[config.mk]
export PLATFORM = sky130hd
export DESIGN_NAME = oscsel_top
export DESIGN_NICKNAME = d
export VERILOG_FILES = /design/src/rtl/oscsel_pkg.sv /design/src/rtl/oscsel_top.sv
export SDC_FILE = /design/constraint.sdc
export NUM_CORES = 1
export LEC_CHECK = 0
export ABC_AREA = 1
export BUFFER_PORTS_ARGS = -buffer_cell sky130_fd_sc_hd__buf_2
export CELL_PAD_IN_SITES_DETAIL_PLACEMENT = 1
export CELL_PAD_IN_SITES_GLOBAL_PLACEMENT = 1
export CORE_MARGIN = 2
export CORE_UTILIZATION = 45
export DETAILED_ROUTE_END_ITERATION = 8
export GPL_ROUTABILITY_DRIVEN = 0
export PLACE_DENSITY_LB_ADDON = 0.15
export SLEW_MARGIN = 15
export SYNTH_ARGS = -nofsm -noshare
export SYNTH_HDL_FRONTEND = slang
export SYNTH_SLANG_ARGS = --single-unit
[constraint.sdc]
create_clock -name CLK_SYS -period 4.8 [get_ports CLK_SYS]
set_input_delay 0.72 -clock CLK_SYS [delete_from_list [all_inputs] [get_ports CLK_SYS]]
set_output_delay 0.72 -clock CLK_SYS [all_outputs]
set_load 0.01 [all_outputs]
[src/rtl/oscsel_pkg.sv]
// Package with register layout, reset values and timing counts for the oscillator select block
// How it works
// - With the idle-on-sleep bit set a sleep request enters idle mode, otherwise it enters full sleep.
// - Frequency codes 111 and 110 give the high-frequency internal oscillator undivided (16 MHz) and halved (8 MHz).
// - With mid-frequency select clear, codes 010 and 001 divide the high-frequency oscillator by 32 and 64.
// - Code 000 with low-frequency source select clear picks the low-frequency oscillator, stable on its flag.
// - Code 000 with source select set and mid select clear derives the clock from the high-frequency oscillator.
// - Code 000 with source select and mid select both set derives the clock from the mid-frequency oscillator.
// - Codes 010 and 001 use the high-frequency oscillator when mid select is clear, whatever the source select.
// - Codes 010 and 001 use the mid-frequency oscillator when mid select is set, whatever the source select.
// - Codes 011 to 111 always use the high-frequency oscillator.
// - The frequency field resets to 011, the high-frequency oscillator divided by 16.
// - Source choice also depends on a source select bit in the tuning register and a mid select bit in control two.
// - The start-up timeout status reads 1 while running from the primary clock and 0 on an internal oscillator.
// - The start-up timeout status resets to 0 and holds the inverse of the two-speed start-up configuration for one cycle after reset.
// - The high-frequency stable flag reads 1 exactly when that oscillator is stable.
// - Clock select 1x picks the internal oscillator block and 01 the secondary oscillator.
// - Clock select 00 picks the primary clock whose kind is set by the primary oscillator configuration.
package oscsel_pkg;
  localparam logic [3:0] ADDR_CONTROL = 4'h0;
  localparam logic [3:0] ADDR_TUNING = 4'h1;
  localparam logic [3:0] ADDR_CONTROL_TWO = 4'h2;
  localparam logic [3:0] ADDR_IRQ_STATUS = 4'h3;
  localparam logic [3:0] ADDR_IRQ_MASK = 4'h4;
  localparam int BIT_IDLE = 7;
  localparam int BIT_FREQ_HI = 6;
  localparam int BIT_FREQ_LO = 4;
  localparam int BIT_STARTUP = 3;
  localparam int BIT_HF_STABLE = 2;
  localparam int BIT_CLKSEL_HI = 1;
  localparam int BIT_CLKSEL_LO = 0;
  localparam int BIT_SRC_SEL = 7;
  localparam int BIT_MID_SEL = 4;
  localparam int BIT_MF_STABLE = 1;
  localparam int BIT_LF_STABLE = 0;
  localparam logic [2:0] FREQ_RESET = 3'h3;
  localparam logic [2:0] FREQ_DIV1 = 3'h7;
  localparam logic [2:0] FREQ_DIV2 = 3'h6;
  localparam logic [2:0] FREQ_DIV32 = 3'h2;
  localparam logic [2:0] FREQ_DIV64 = 3'h1;
  localparam logic [2:0] FREQ_LOWEST = 3'h0;
  localparam logic [1:0] CLKSEL_PRIMARY = 2'h0;
  localparam logic [1:0] CLKSEL_SECONDARY = 2'h1;
  // Interrupt status bits: switch done, high-frequency stable gained, lost
  localparam int IRQ_SWITCH = 0;
  localparam int IRQ_HF_UP = 1;
  localparam int IRQ_HF_DOWN = 2;
  localparam int IRQ_BITS = 3;
  // Source codes
  localparam logic [2:0] SRC_PRIMARY = 3'h0;
  localparam logic [2:0] SRC_SECONDARY = 3'h1;
  localparam logic [2:0] SRC_HF = 3'h2;
  localparam logic [2:0] SRC_MF = 3'h3;
  localparam logic [2:0] SRC_LF = 3'h4;
  // HF divider exponent for frequency code 000, and MF divider exponents
  localparam logic [3:0] DIV_HF_LOWEST = 4'h9;
  localparam logic [3:0] DIV_MF_001 = 4'h1;
  localparam logic [3:0] DIV_MF_000 = 4'h4;
  // Switch-over wait: time in ns before giving up on a new source
  localparam int SWITCH_TIMEOUT_NS = 100000;
  localparam int CLK_PERIOD_NS = 100;
  localparam int SWITCH_TIMEOUT_CYC = SWITCH_TIMEOUT_NS / CLK_PERIOD_NS;
  typedef enum logic [2:0] {
    OSCSEL_RUN = 3'b001,
    OSCSEL_WAIT = 3'b010,
    OSCSEL_SWAP = 3'b100
  } oscsel_state_t;
endpackage

[src/rtl/oscsel_top.sv]
// Oscillator control: register file, source selection, glitch-free switch-over and sleep mode
module oscsel_top
  import oscsel_pkg::*;
(
  input wire logic CLK_SYS,
  input wire logic RST_N,
  input wire logic [3:0] ADDR,
  input wire logic [7:0] WDATA,
  input wire logic WR,
  input wire logic RD,
  output logic [7:0] RDATA,
  input wire logic SLEEP_REQ,
  input wire logic TWO_SPEED_STARTUP_CONFIG,
  input wire logic [3:0] PRIMARY_OSC_CONFIG,
  input wire logic PRIMARY_READY,
  input wire logic SECONDARY_READY,
  input wire logic HF_READY,
  input wire logic MF_READY,
  input wire logic LF_READY,
  output logic [2:0] CLOCK_SOURCE,
  output logic [3:0] DIVIDE_LOG2,
  output logic [3:0] PRIMARY_MODE,
  output logic SWITCH_BUSY,
  output logic IDLE_MODE,
  output logic SLEEP_MODE,
  output logic IRQ
);
  import oscsel_pkg::*;

  logic rst_meta;
  logic rst_sync_n;
  logic [4:0] rdy_m;
  logic [4:0] rdy;
  logic idle_on_sleep_select;
  logic [2:0] internal_freq_select;
  logic [1:0] system_clock_select;
  logic low_freq_source_select;
  logic mid_freq_select;
  logic [5:0] tuning_rest;
  logic [2:0] irq_status;
  logic [2:0] irq_mask;
  logic startup_timeout_status;
  logic strap_taken;
  logic hf_prev;
  logic [2:0] next_source;
  logic [3:0] next_divide;
  logic [2:0] cur_source;
  logic [3:0] cur_divide;
  logic [2:0] pend_source;
  logic [3:0] pend_divide;
  oscsel_state_t state;
  logic [16:0] wait_cnt;
  logic [2:0] irq_set;
  logic [7:0] next_rdata;
  logic [7:0] control_view;

  always_ff @(posedge CLK_SYS or negedge RST_N)
  begin
    if (!RST_N)
    begin
      rst_meta <= 1'b0;
      rst_sync_n <= 1'b0;
    end
    else
    begin
      rst_meta <= 1'b1;
      rst_sync_n <= rst_meta;
    end
  end

  // Ready levels come from analog oscillators, so two flops each
  always_ff @(posedge CLK_SYS or negedge rst_sync_n)
  begin
    if (!rst_sync_n)
    begin
      rdy_m <= 5'h00;
      rdy <= 5'h00;
    end
    else
    begin
      rdy_m <= {LF_READY, MF_READY, HF_READY, SECONDARY_READY, PRIMARY_READY};
      rdy <= rdy_m;
    end
  end

  // Requested source and divider from the control fields
  always_comb
  begin
    next_source = SRC_HF;
    next_divide = 4'h7 - {1'b0, internal_freq_select};
    if (system_clock_select == CLKSEL_PRIMARY)
    begin
      next_source = SRC_PRIMARY;
      next_divide = 4'h0;
    end
    else if (system_clock_select == CLKSEL_SECONDARY)
    begin
      next_source = SRC_SECONDARY;
      next_divide = 4'h0;
    end
    else if (internal_freq_select == FREQ_LOWEST)
    begin
      if (!low_freq_source_select)
      begin
        next_source = SRC_LF;
        next_divide = 4'h0;
      end
      else if (!mid_freq_select)
      begin
        next_source = SRC_HF;
        next_divide = DIV_HF_LOWEST;
      end
      else
      begin
        next_source = SRC_MF;
        next_divide = DIV_MF_000;
      end
    end
    else if (internal_freq_select == FREQ_DIV32 || internal_freq_select == FREQ_DIV64)
    begin
      if (mid_freq_select)
      begin
        next_source = SRC_MF;
        next_divide = (internal_freq_select == FREQ_DIV32) ? 4'h0 : DIV_MF_001;
      end
      else
      begin
        next_source = SRC_HF;
        next_divide = (internal_freq_select == FREQ_DIV32) ? 4'h5 : 4'h6;
      end
    end
  end

  // Register writes
  always_ff @(posedge CLK_SYS or negedge rst_sync_n)
  begin
    if (!rst_sync_n)
    begin
      idle_on_sleep_select <= 1'b0;
      internal_freq_select <= FREQ_RESET;
      system_clock_select <= CLKSEL_PRIMARY;
      low_freq_source_select <= 1'b0;
      tuning_rest <= 6'h00;
      mid_freq_select <= 1'b0;
      irq_mask <= 3'h0;
    end
    else if (WR)
    begin
      case (ADDR)
        ADDR_CONTROL:
        begin
          idle_on_sleep_select <= WDATA[BIT_IDLE];
          internal_freq_select <= WDATA[BIT_FREQ_HI:BIT_FREQ_LO];
          system_clock_select <= WDATA[BIT_CLKSEL_HI:BIT_CLKSEL_LO];
        end
        ADDR_TUNING:
        begin
          low_freq_source_select <= WDATA[BIT_SRC_SEL];
          tuning_rest <= WDATA[5:0];
        end
        ADDR_CONTROL_TWO: mid_freq_select <= WDATA[BIT_MID_SEL];
        ADDR_IRQ_MASK: irq_mask <= WDATA[IRQ_BITS-1:0];
        default: ;
      endcase
    end
  end

  // Glitch-free switch: old source keeps running until the new one reports ready
  always_ff @(posedge CLK_SYS or negedge rst_sync_n)
  begin
    if (!rst_sync_n)
    begin
      state <= OSCSEL_WAIT;
      cur_source <= SRC_HF;
      cur_divide <= 4'h4;
      pend_source <= SRC_PRIMARY;
      pend_divide <= 4'h0;
      wait_cnt <= 17'h00000;
    end
    else
    begin
      case (state)
        OSCSEL_RUN:
        begin
          if (next_source != cur_source || next_divide != cur_divide)
          begin
            pend_source <= next_source;
            pend_divide <= next_divide;
            wait_cnt <= 17'h00000;
            state <= OSCSEL_WAIT;
          end
        end
        OSCSEL_WAIT:
        begin
          // A request that changes mid-wait restarts the wait on the new target
          if (next_source != pend_source || next_divide != pend_divide)
          begin
            pend_source <= next_source;
            pend_divide <= next_divide;
            wait_cnt <= 17'h00000;
          end
          else if (rdy[pend_source])
            state <= OSCSEL_SWAP;
          else if (wait_cnt == 17'(SWITCH_TIMEOUT_CYC - 1))
            state <= OSCSEL_RUN; // Never-ready source: stay on the old one
          else
            wait_cnt <= wait_cnt + 17'h00001;
        end
        OSCSEL_SWAP:
        begin
          cur_source <= pend_source;
          cur_divide <= pend_divide;
          state <= OSCSEL_RUN;
        end
        default: state <= OSCSEL_RUN;
      endcase
    end
  end

  // Two-speed start-up strap caught after reset release
  always_ff @(posedge CLK_SYS or negedge rst_sync_n)
  begin
    if (!rst_sync_n)
    begin
      strap_taken <= 1'b0;
      startup_timeout_status <= 1'b0;
    end
    else if (!strap_taken)
    begin
      strap_taken <= 1'b1;
      startup_timeout_status <= !TWO_SPEED_STARTUP_CONFIG;
    end
    else
      startup_timeout_status <= (cur_source == SRC_PRIMARY);
  end

  assign irq_set[IRQ_SWITCH] = (state == OSCSEL_SWAP);
  assign irq_set[IRQ_HF_UP] = rdy[SRC_HF] && !hf_prev;
  assign irq_set[IRQ_HF_DOWN] = !rdy[SRC_HF] && hf_prev;

  // Read clears status, but an event in the same cycle wins
  always_ff @(posedge CLK_SYS or negedge rst_sync_n)
  begin
    if (!rst_sync_n)
    begin
      hf_prev <= 1'b0;
      irq_status <= 3'h0;
    end
    else
    begin
      hf_prev <= rdy[SRC_HF];
      if (RD && ADDR == ADDR_IRQ_STATUS)
        irq_status <= irq_set;
      else
        irq_status <= irq_status | irq_set;
    end
  end

  assign control_view = {idle_on_sleep_select, internal_freq_select, startup_timeout_status,
                         rdy[SRC_HF], system_clock_select};

  always_comb
  begin
    case (ADDR)
      ADDR_CONTROL: next_rdata = control_view;
      ADDR_TUNING: next_rdata = {low_freq_source_select, 1'b0, tuning_rest};
      ADDR_CONTROL_TWO: next_rdata = {3'h0, mid_freq_select, 1'b0, rdy[SRC_HF], rdy[SRC_MF], rdy[SRC_LF]};
      ADDR_IRQ_STATUS: next_rdata = {5'h00, irq_status};
      ADDR_IRQ_MASK: next_rdata = {5'h00, irq_mask};
      default: next_rdata = 8'h00;
    endcase
  end

  always_ff @(posedge CLK_SYS or negedge rst_sync_n)
  begin
    if (!rst_sync_n)
      RDATA <= 8'h00;
    else if (RD)
      RDATA <= next_rdata;
    else
      RDATA <= 8'h00;
  end

  // Sleep requests are one-cycle pulses; a mode stays until the next request, which sets idle or sleep again from the idle-on-sleep bit
  always_ff @(posedge CLK_SYS or negedge rst_sync_n)
  begin
    if (!rst_sync_n)
    begin
      IDLE_MODE <= 1'b0;
      SLEEP_MODE <= 1'b0;
    end
    else if (SLEEP_REQ)
    begin
      IDLE_MODE <= idle_on_sleep_select;
      SLEEP_MODE <= !idle_on_sleep_select;
    end
  end

  always_ff @(posedge CLK_SYS or negedge rst_sync_n)
  begin
    if (!rst_sync_n)
    begin
      CLOCK_SOURCE <= SRC_HF;
      DIVIDE_LOG2 <= 4'h4;
      PRIMARY_MODE <= 4'h0;
      SWITCH_BUSY <= 1'b1;
      IRQ <= 1'b0;
    end
    else
    begin
      CLOCK_SOURCE <= cur_source;
      DIVIDE_LOG2 <= cur_divide;
      PRIMARY_MODE <= PRIMARY_OSC_CONFIG;
      SWITCH_BUSY <= (state != OSCSEL_RUN);
      IRQ <= |(irq_status & irq_mask);
    end
  end
endmodule // oscsel_top

== Word level (Yosys, flattened, before mapping) ==
Cells that the tools add are included.
Storage, ports and cells
  register bits: 92
  bits of input ports: 27
  output and inout port bits: 23
Operators by class
  $add $sub $neg: 2
  magnitude comparators: 1
  eq/ne operators: 22
  multiplexer cells: 37
  bitwise operators: 2
  reductions and logical operators: 23
Operators by type and width (count)
  $mux W17: 4
  $pmux W8 S5: 1
  $mux W3: 13
  $pmux W17 S2: 1
  $mux W4: 8
  $add A17 B1 Y17 const B: 1
  $eq A17 B10 Y1 const B: 1
  $pmux W3 S2: 2
  $ne A3 B3 Y1 const B: 3
  $eq A4 B2 Y1 const B: 2
  $mux W8: 1
  $ne A4 B4 Y1: 2
  $pmux W4 S2: 1
  $reduce_and A2 Y1: 4
  $eq A3 B1 Y1 const B: 2
  $eq A3 B2 Y1 const B: 2
  $logic_not A3 Y1: 2
  $ne A2 B2 Y1 const B: 3
  $ne A3 B3 Y1: 2
  $reduce_and A3 Y1: 2
  $eq A4 B1 Y1 const B: 1
  $eq A4 B3 Y1 const B: 1
  $logic_not A1 Y1: 4
  $logic_not A4 Y1: 1
  16 further kinds: 23

== Depth between registers and ports, before layout ==
  depth after elaboration: 11
  mapped depth: 17

== Least setup slack after synthesis ==
No wires, ideal clock.
  kind: register to register
  start point: register internal_freq_select[2]
  end point: register wait_cnt[10]
  arrival time: 2046 ps
  data required time: 4683 ps
  slack: 2637 ps
  cell stages (with the launch flop): 16
  buffers on the path: 2
  cell sequence: dfrtp_1 > inv_1 > buf_6 > nand3_1 > ha_1 > nand3_1 > nand2_2 > nand2_2 > nand2_1 > nand2_1 > nand2_2 > nor2_8 > nand4_4 > buf_2 > nand3_1 > nand2_1
Between the ends
  cells in the longest elaborated chain, start to end: 11
  elaborated cells between the ends (all ways): 28
Ends and longest elaborated chain
  start: declaration: line oscsel_top.sv:35  | logic [2:0] internal_freq_select;
  start signal: assignment: line oscsel_top.sv:153  | internal_freq_select <= WDATA[BIT_FREQ_HI:BIT_FREQ_LO];
  $eq A3 B2 Y1: line oscsel_top.sv:119, oscsel_top.sv:124, oscsel_top.sv:129
  $mux W2 / $mux W1 (equally long branches): line oscsel_top.sv:129, oscsel_top.sv:124
  $mux W3: line oscsel_top.sv:121  | if (mid_freq_select)
  $mux W4: line oscsel_top.sv:119  | else if (internal_freq_select == FREQ_DIV32 || internal_freq_select == FREQ_DIV64)
  $mux W4: line oscsel_top.sv:101  | else if (internal_freq_select == FREQ_LOWEST)
  $mux W4: line oscsel_top.sv:96  | else if (system_clock_select == CLKSEL_SECONDARY)
  $mux W4: line oscsel_top.sv:91  | if (system_clock_select == CLKSEL_PRIMARY)
  $ne A4 B4 Y1, on equally long branches: line oscsel_top.sv:196, oscsel_top.sv:185
  $logic_or A1 B1 Y1, on equally long branches: line oscsel_top.sv:196, oscsel_top.sv:185
  $ne A3 B3 Y1 (no line), or another cell as far along
  $reduce_and A4 Y1 (no line) / $pmux W17 S2 (equally long branches)
  end signal: assignment: line oscsel_top.sv:207  | wait_cnt <= wait_cnt + 17'h00001;
  end: declaration: line oscsel_top.sv:52  | logic [16:0] wait_cnt;
Several ways; a longest one is shown, not always the timed one.
A chain may end at the register's enable or synchronous reset.

== Final worst setup path ==
  start point: register internal_freq_select[2]
  end point: register wait_cnt[11]
The elaborated chain is that of the path after synthesis.

==> results_dict.tcl <==
set metrics [dict create \
    period_minus_slack_ns 2.820 \
    htree_levels 3 \
    num_io_pins 50 \
    synth-edff-count 0 \
    yosys_warnings 0 \
    final_nets 625 \
    routed_wirelength_um 11280 \
    post_drt_wl_per_cell_um 15.37 \
    dieArea_um2 10840 \
    detail_route.vias_per_cell 5.114 \
    async_flop_share_pct 100.0 \
    drtPass1Iterations 5 \
    outcome "finished, final reports clean" \
    floorplan.initialDensity_pct 46.36 \
    initialDrtViolationCount 95 \
    fmax_mhz 354.6 \
    cts_hold_buffers 0 \
    globalRoute.totalOverflow 0 \
    final-max-slew-violation-count 0 \
    synthToLayoutAreaGrowth_pct 12.93 \
    grt_pass1_vias 3933 \
    cp-end-kind "register" \
    p_leak_uw 0.002567 \
    max-cap-violations 0 \
    synth_most_common_cell "nand2_1" \
    netlist_area_um2 4511 \
    routed-via-count 3754 \
    final.setup.tns_ns 0 \
    worstPathRequired_ns 5.11 \
    maxSlewHeadroom_pct 39.07 \
    total_power_uw 2342 \
    cts-resized-gates 0 \
    clock_sinks 92 \
    cts_setup_buffers 0 \
    worstSetupStartpoint "internal_freq_select[2]" \
    n_fill_cell 1215 \
    grt_start_max_net_pins 72 \
    num_antenna_cells 0 \
    synth_seq_area_share_pct 51.26 \
    buffer_ports.inserted 49 \
    r2r_start "internal_freq_select[2]" \
    path_class "reg2reg" \
    portion_of_synthesized_cell_area_occupied_by_the_leading_cell_type_pct 46.60 \
    postSynthAreaPerCell_um2 8.292 \
    postSynthCellCount 544 \
    final_hpwl_from_detailed_placement_um 8418 \
    tritoncts.num_buffers 9 \
    startpoint_type "register" \
    grt_util_all_layers_pct 22.11 \
    yosysUniqueCellTypes 37 \
    insertion_delay_ns 0.38 \
    ratio_of_final_minimum_period_to_clock_period_pct 58.76 \
    ant_nets 0 \
    power_density_nw_per_um2 459.9 \
    worst_ep_arrival_time_ns 3.13 \
    dp_worst_setup_slack_ns 1.881 \
    y_dimension_of_the_die_um 104.1 \
    layout-drive-gt1-share_pct 17.47 \
    clock-root-buffer "clkbuf_8" \
    route.detailed.drc 0 \
    report.final.hold_viol_count 0 \
    dominantRegCellSynth "dfrtp_1" \
    critical_path.max_fanout 18 \
    antenna_found_initial 0 \
    cts_tree "yes" \
    max-vdd-ir-drop_uv 218.9 \
    grt_first_pass_wirelength_um 19150 \
    setup_ws_ns 1.980 \
    yosys_register_bits 92 \
    cts_buffer_depth 2 \
    synth.top_cells.by_count "nand2_1, dfrtp_1, inv_1, nand3_1, nor2_1" \
    utilization_pct 52.35 \
    core-area_um2 9729 \
    rsz0062_at_grt "false" \
    post-synth-top-area-cell "dfrtp_1" \
    holdCritPathClass "in2async" \
    finClkSkew_ns 0.01012 \
    max_slew.worst_pin.slew_ns 0.9139 \
    die_width_um 104.1 \
    placement_rows 36 \
    worst_setup_hold_path_clk_slew_ns 0.10 \
    synth.area.top_cells "dfrtp_1, nand2_1, nand3_1" \
    setup_viol_count_final 0 \
]
logic make-up (layout without fill, tap and decap cells):
| logic type | Yosys count | after routing | synth area share, % |
|---|---|---|---|
| other cells | 1 | 2 | 0.08314 |
| buf+inv | 74 | 130 | 6.740 |
| simple gates | 311 | 311 | 32.48 |
| flops | 92 | 92 | 51.26 |
| mux | 1 | 1 | 0.2496 |
| compound gates | 49 | 49 | 5.908 |
| xor+xnor | 14 | 14 | 2.718 |
| fa+ha+maj | 2 | 2 | 0.5547 |
worst max-delay path: stages, from the launching register on:
cell and delay [ns]:
dfrtp_1 0.43, inv_1 0.31, nand3_1 0.16, ha_1 0.22, inv_1 0.05, nand3_1 0.11
nand4_1 0.09, nand2_1 0.07, nor2_2 0.46, nand4_4 0.38, nand2_4 0.32, nand2_1 0.08
nand2_1 0.07
worst paths after layout:
| path | end | slack [ns] | depth (start not counted) |
|---|---|---|---|
| max reg2reg | wait_cnt[11] | 1.98 | 12 |
| min reg2reg | rdy[2] | 0.20 | 0 |
| max in group asynchronous | DIVIDE_LOG2[3] | 3.40 | 1 |
| min in group CLK_SYS | rst_sync_n | 0.36 | 0 |
| max | wait_cnt[11] | 1.98 | 12 |
| min | rst_sync_n | 0.11 | 1 |
power by group:
part           total [uW]  switching (uW)  internal (uW)
clock                 569             312            256
sequential           1010             104            901
combinational         768             551            217
total                2340             968           1370
cells in the final DEF (no fill, tap or decap), types with 3 or more instances in the layout:
cell / n
buf_2: 49
nand3_2: 3
dfrtp_1: 83
nor3_1: 11
inv_8: 3
nand2_1: 162
o21ai_0: 32
xor2_1: 12
dfstp_2: 8
a21oi_1: 9
nand4_1: 11
nand3_1: 60
inv_1: 61
nor2_8: 3
clkbuf_8: 9
nor2_1: 38
nand2_2: 9
nor2_2: 3
stage by stage:
stage,hold slack (ns),instances,instance area (um^2)
after CTS,0.09644,734,5087
final,0.1132,734,5094
after detailed placement,0.2079,718,4873
after global routing,0.09000,734,5094
after floorplan,0.3312,545,4514
after global placement,0.2027,718,4873
layout make-up:
class / instances / area [um^2] / area share (%)
clock inverters: 7 / 90.09 / 1.769
well taps: 133 / 166.4 / 3.267
multi-input cells: 379 / 1904 / 37.39
clock buffers: 9 / 123.9 / 2.432
repair buffers: 50 / 252.7 / 4.962
inverters: 64 / 240.2 / 4.716
flip-flops and latches: 92 / 2316 / 45.47
state kept, by name, indices dropped and copies added, names as in the netlist, 2 cells and up:
name and flops:
tuning_rest 6, CLOCK_SOURCE 3, internal_freq_select 3, rdy_m 5
cur_divide 4, wait_cnt 17, state 3, irq_mask 3
DIVIDE_LOG2 4, PRIMARY_MODE 4, rdy 5, irq_status 3
RDATA 8, cur_source 3, pend_divide 4, system_clock_select 2
pend_source 3
metal layers:
metal | vias to the layer above | global-route usage (%) | share of wire [%]
met2 | 55 | 38.96 | 52
met4 | 0 | 6.467 | 1.1
met3 | 13 | 3.885 | 2.9
met1 | 1840 | 27.85 | 44
met5 | - | 0 | 0
li1 | 1846 | - | -
Note: power is estimated with default switching activity, not from simulation.
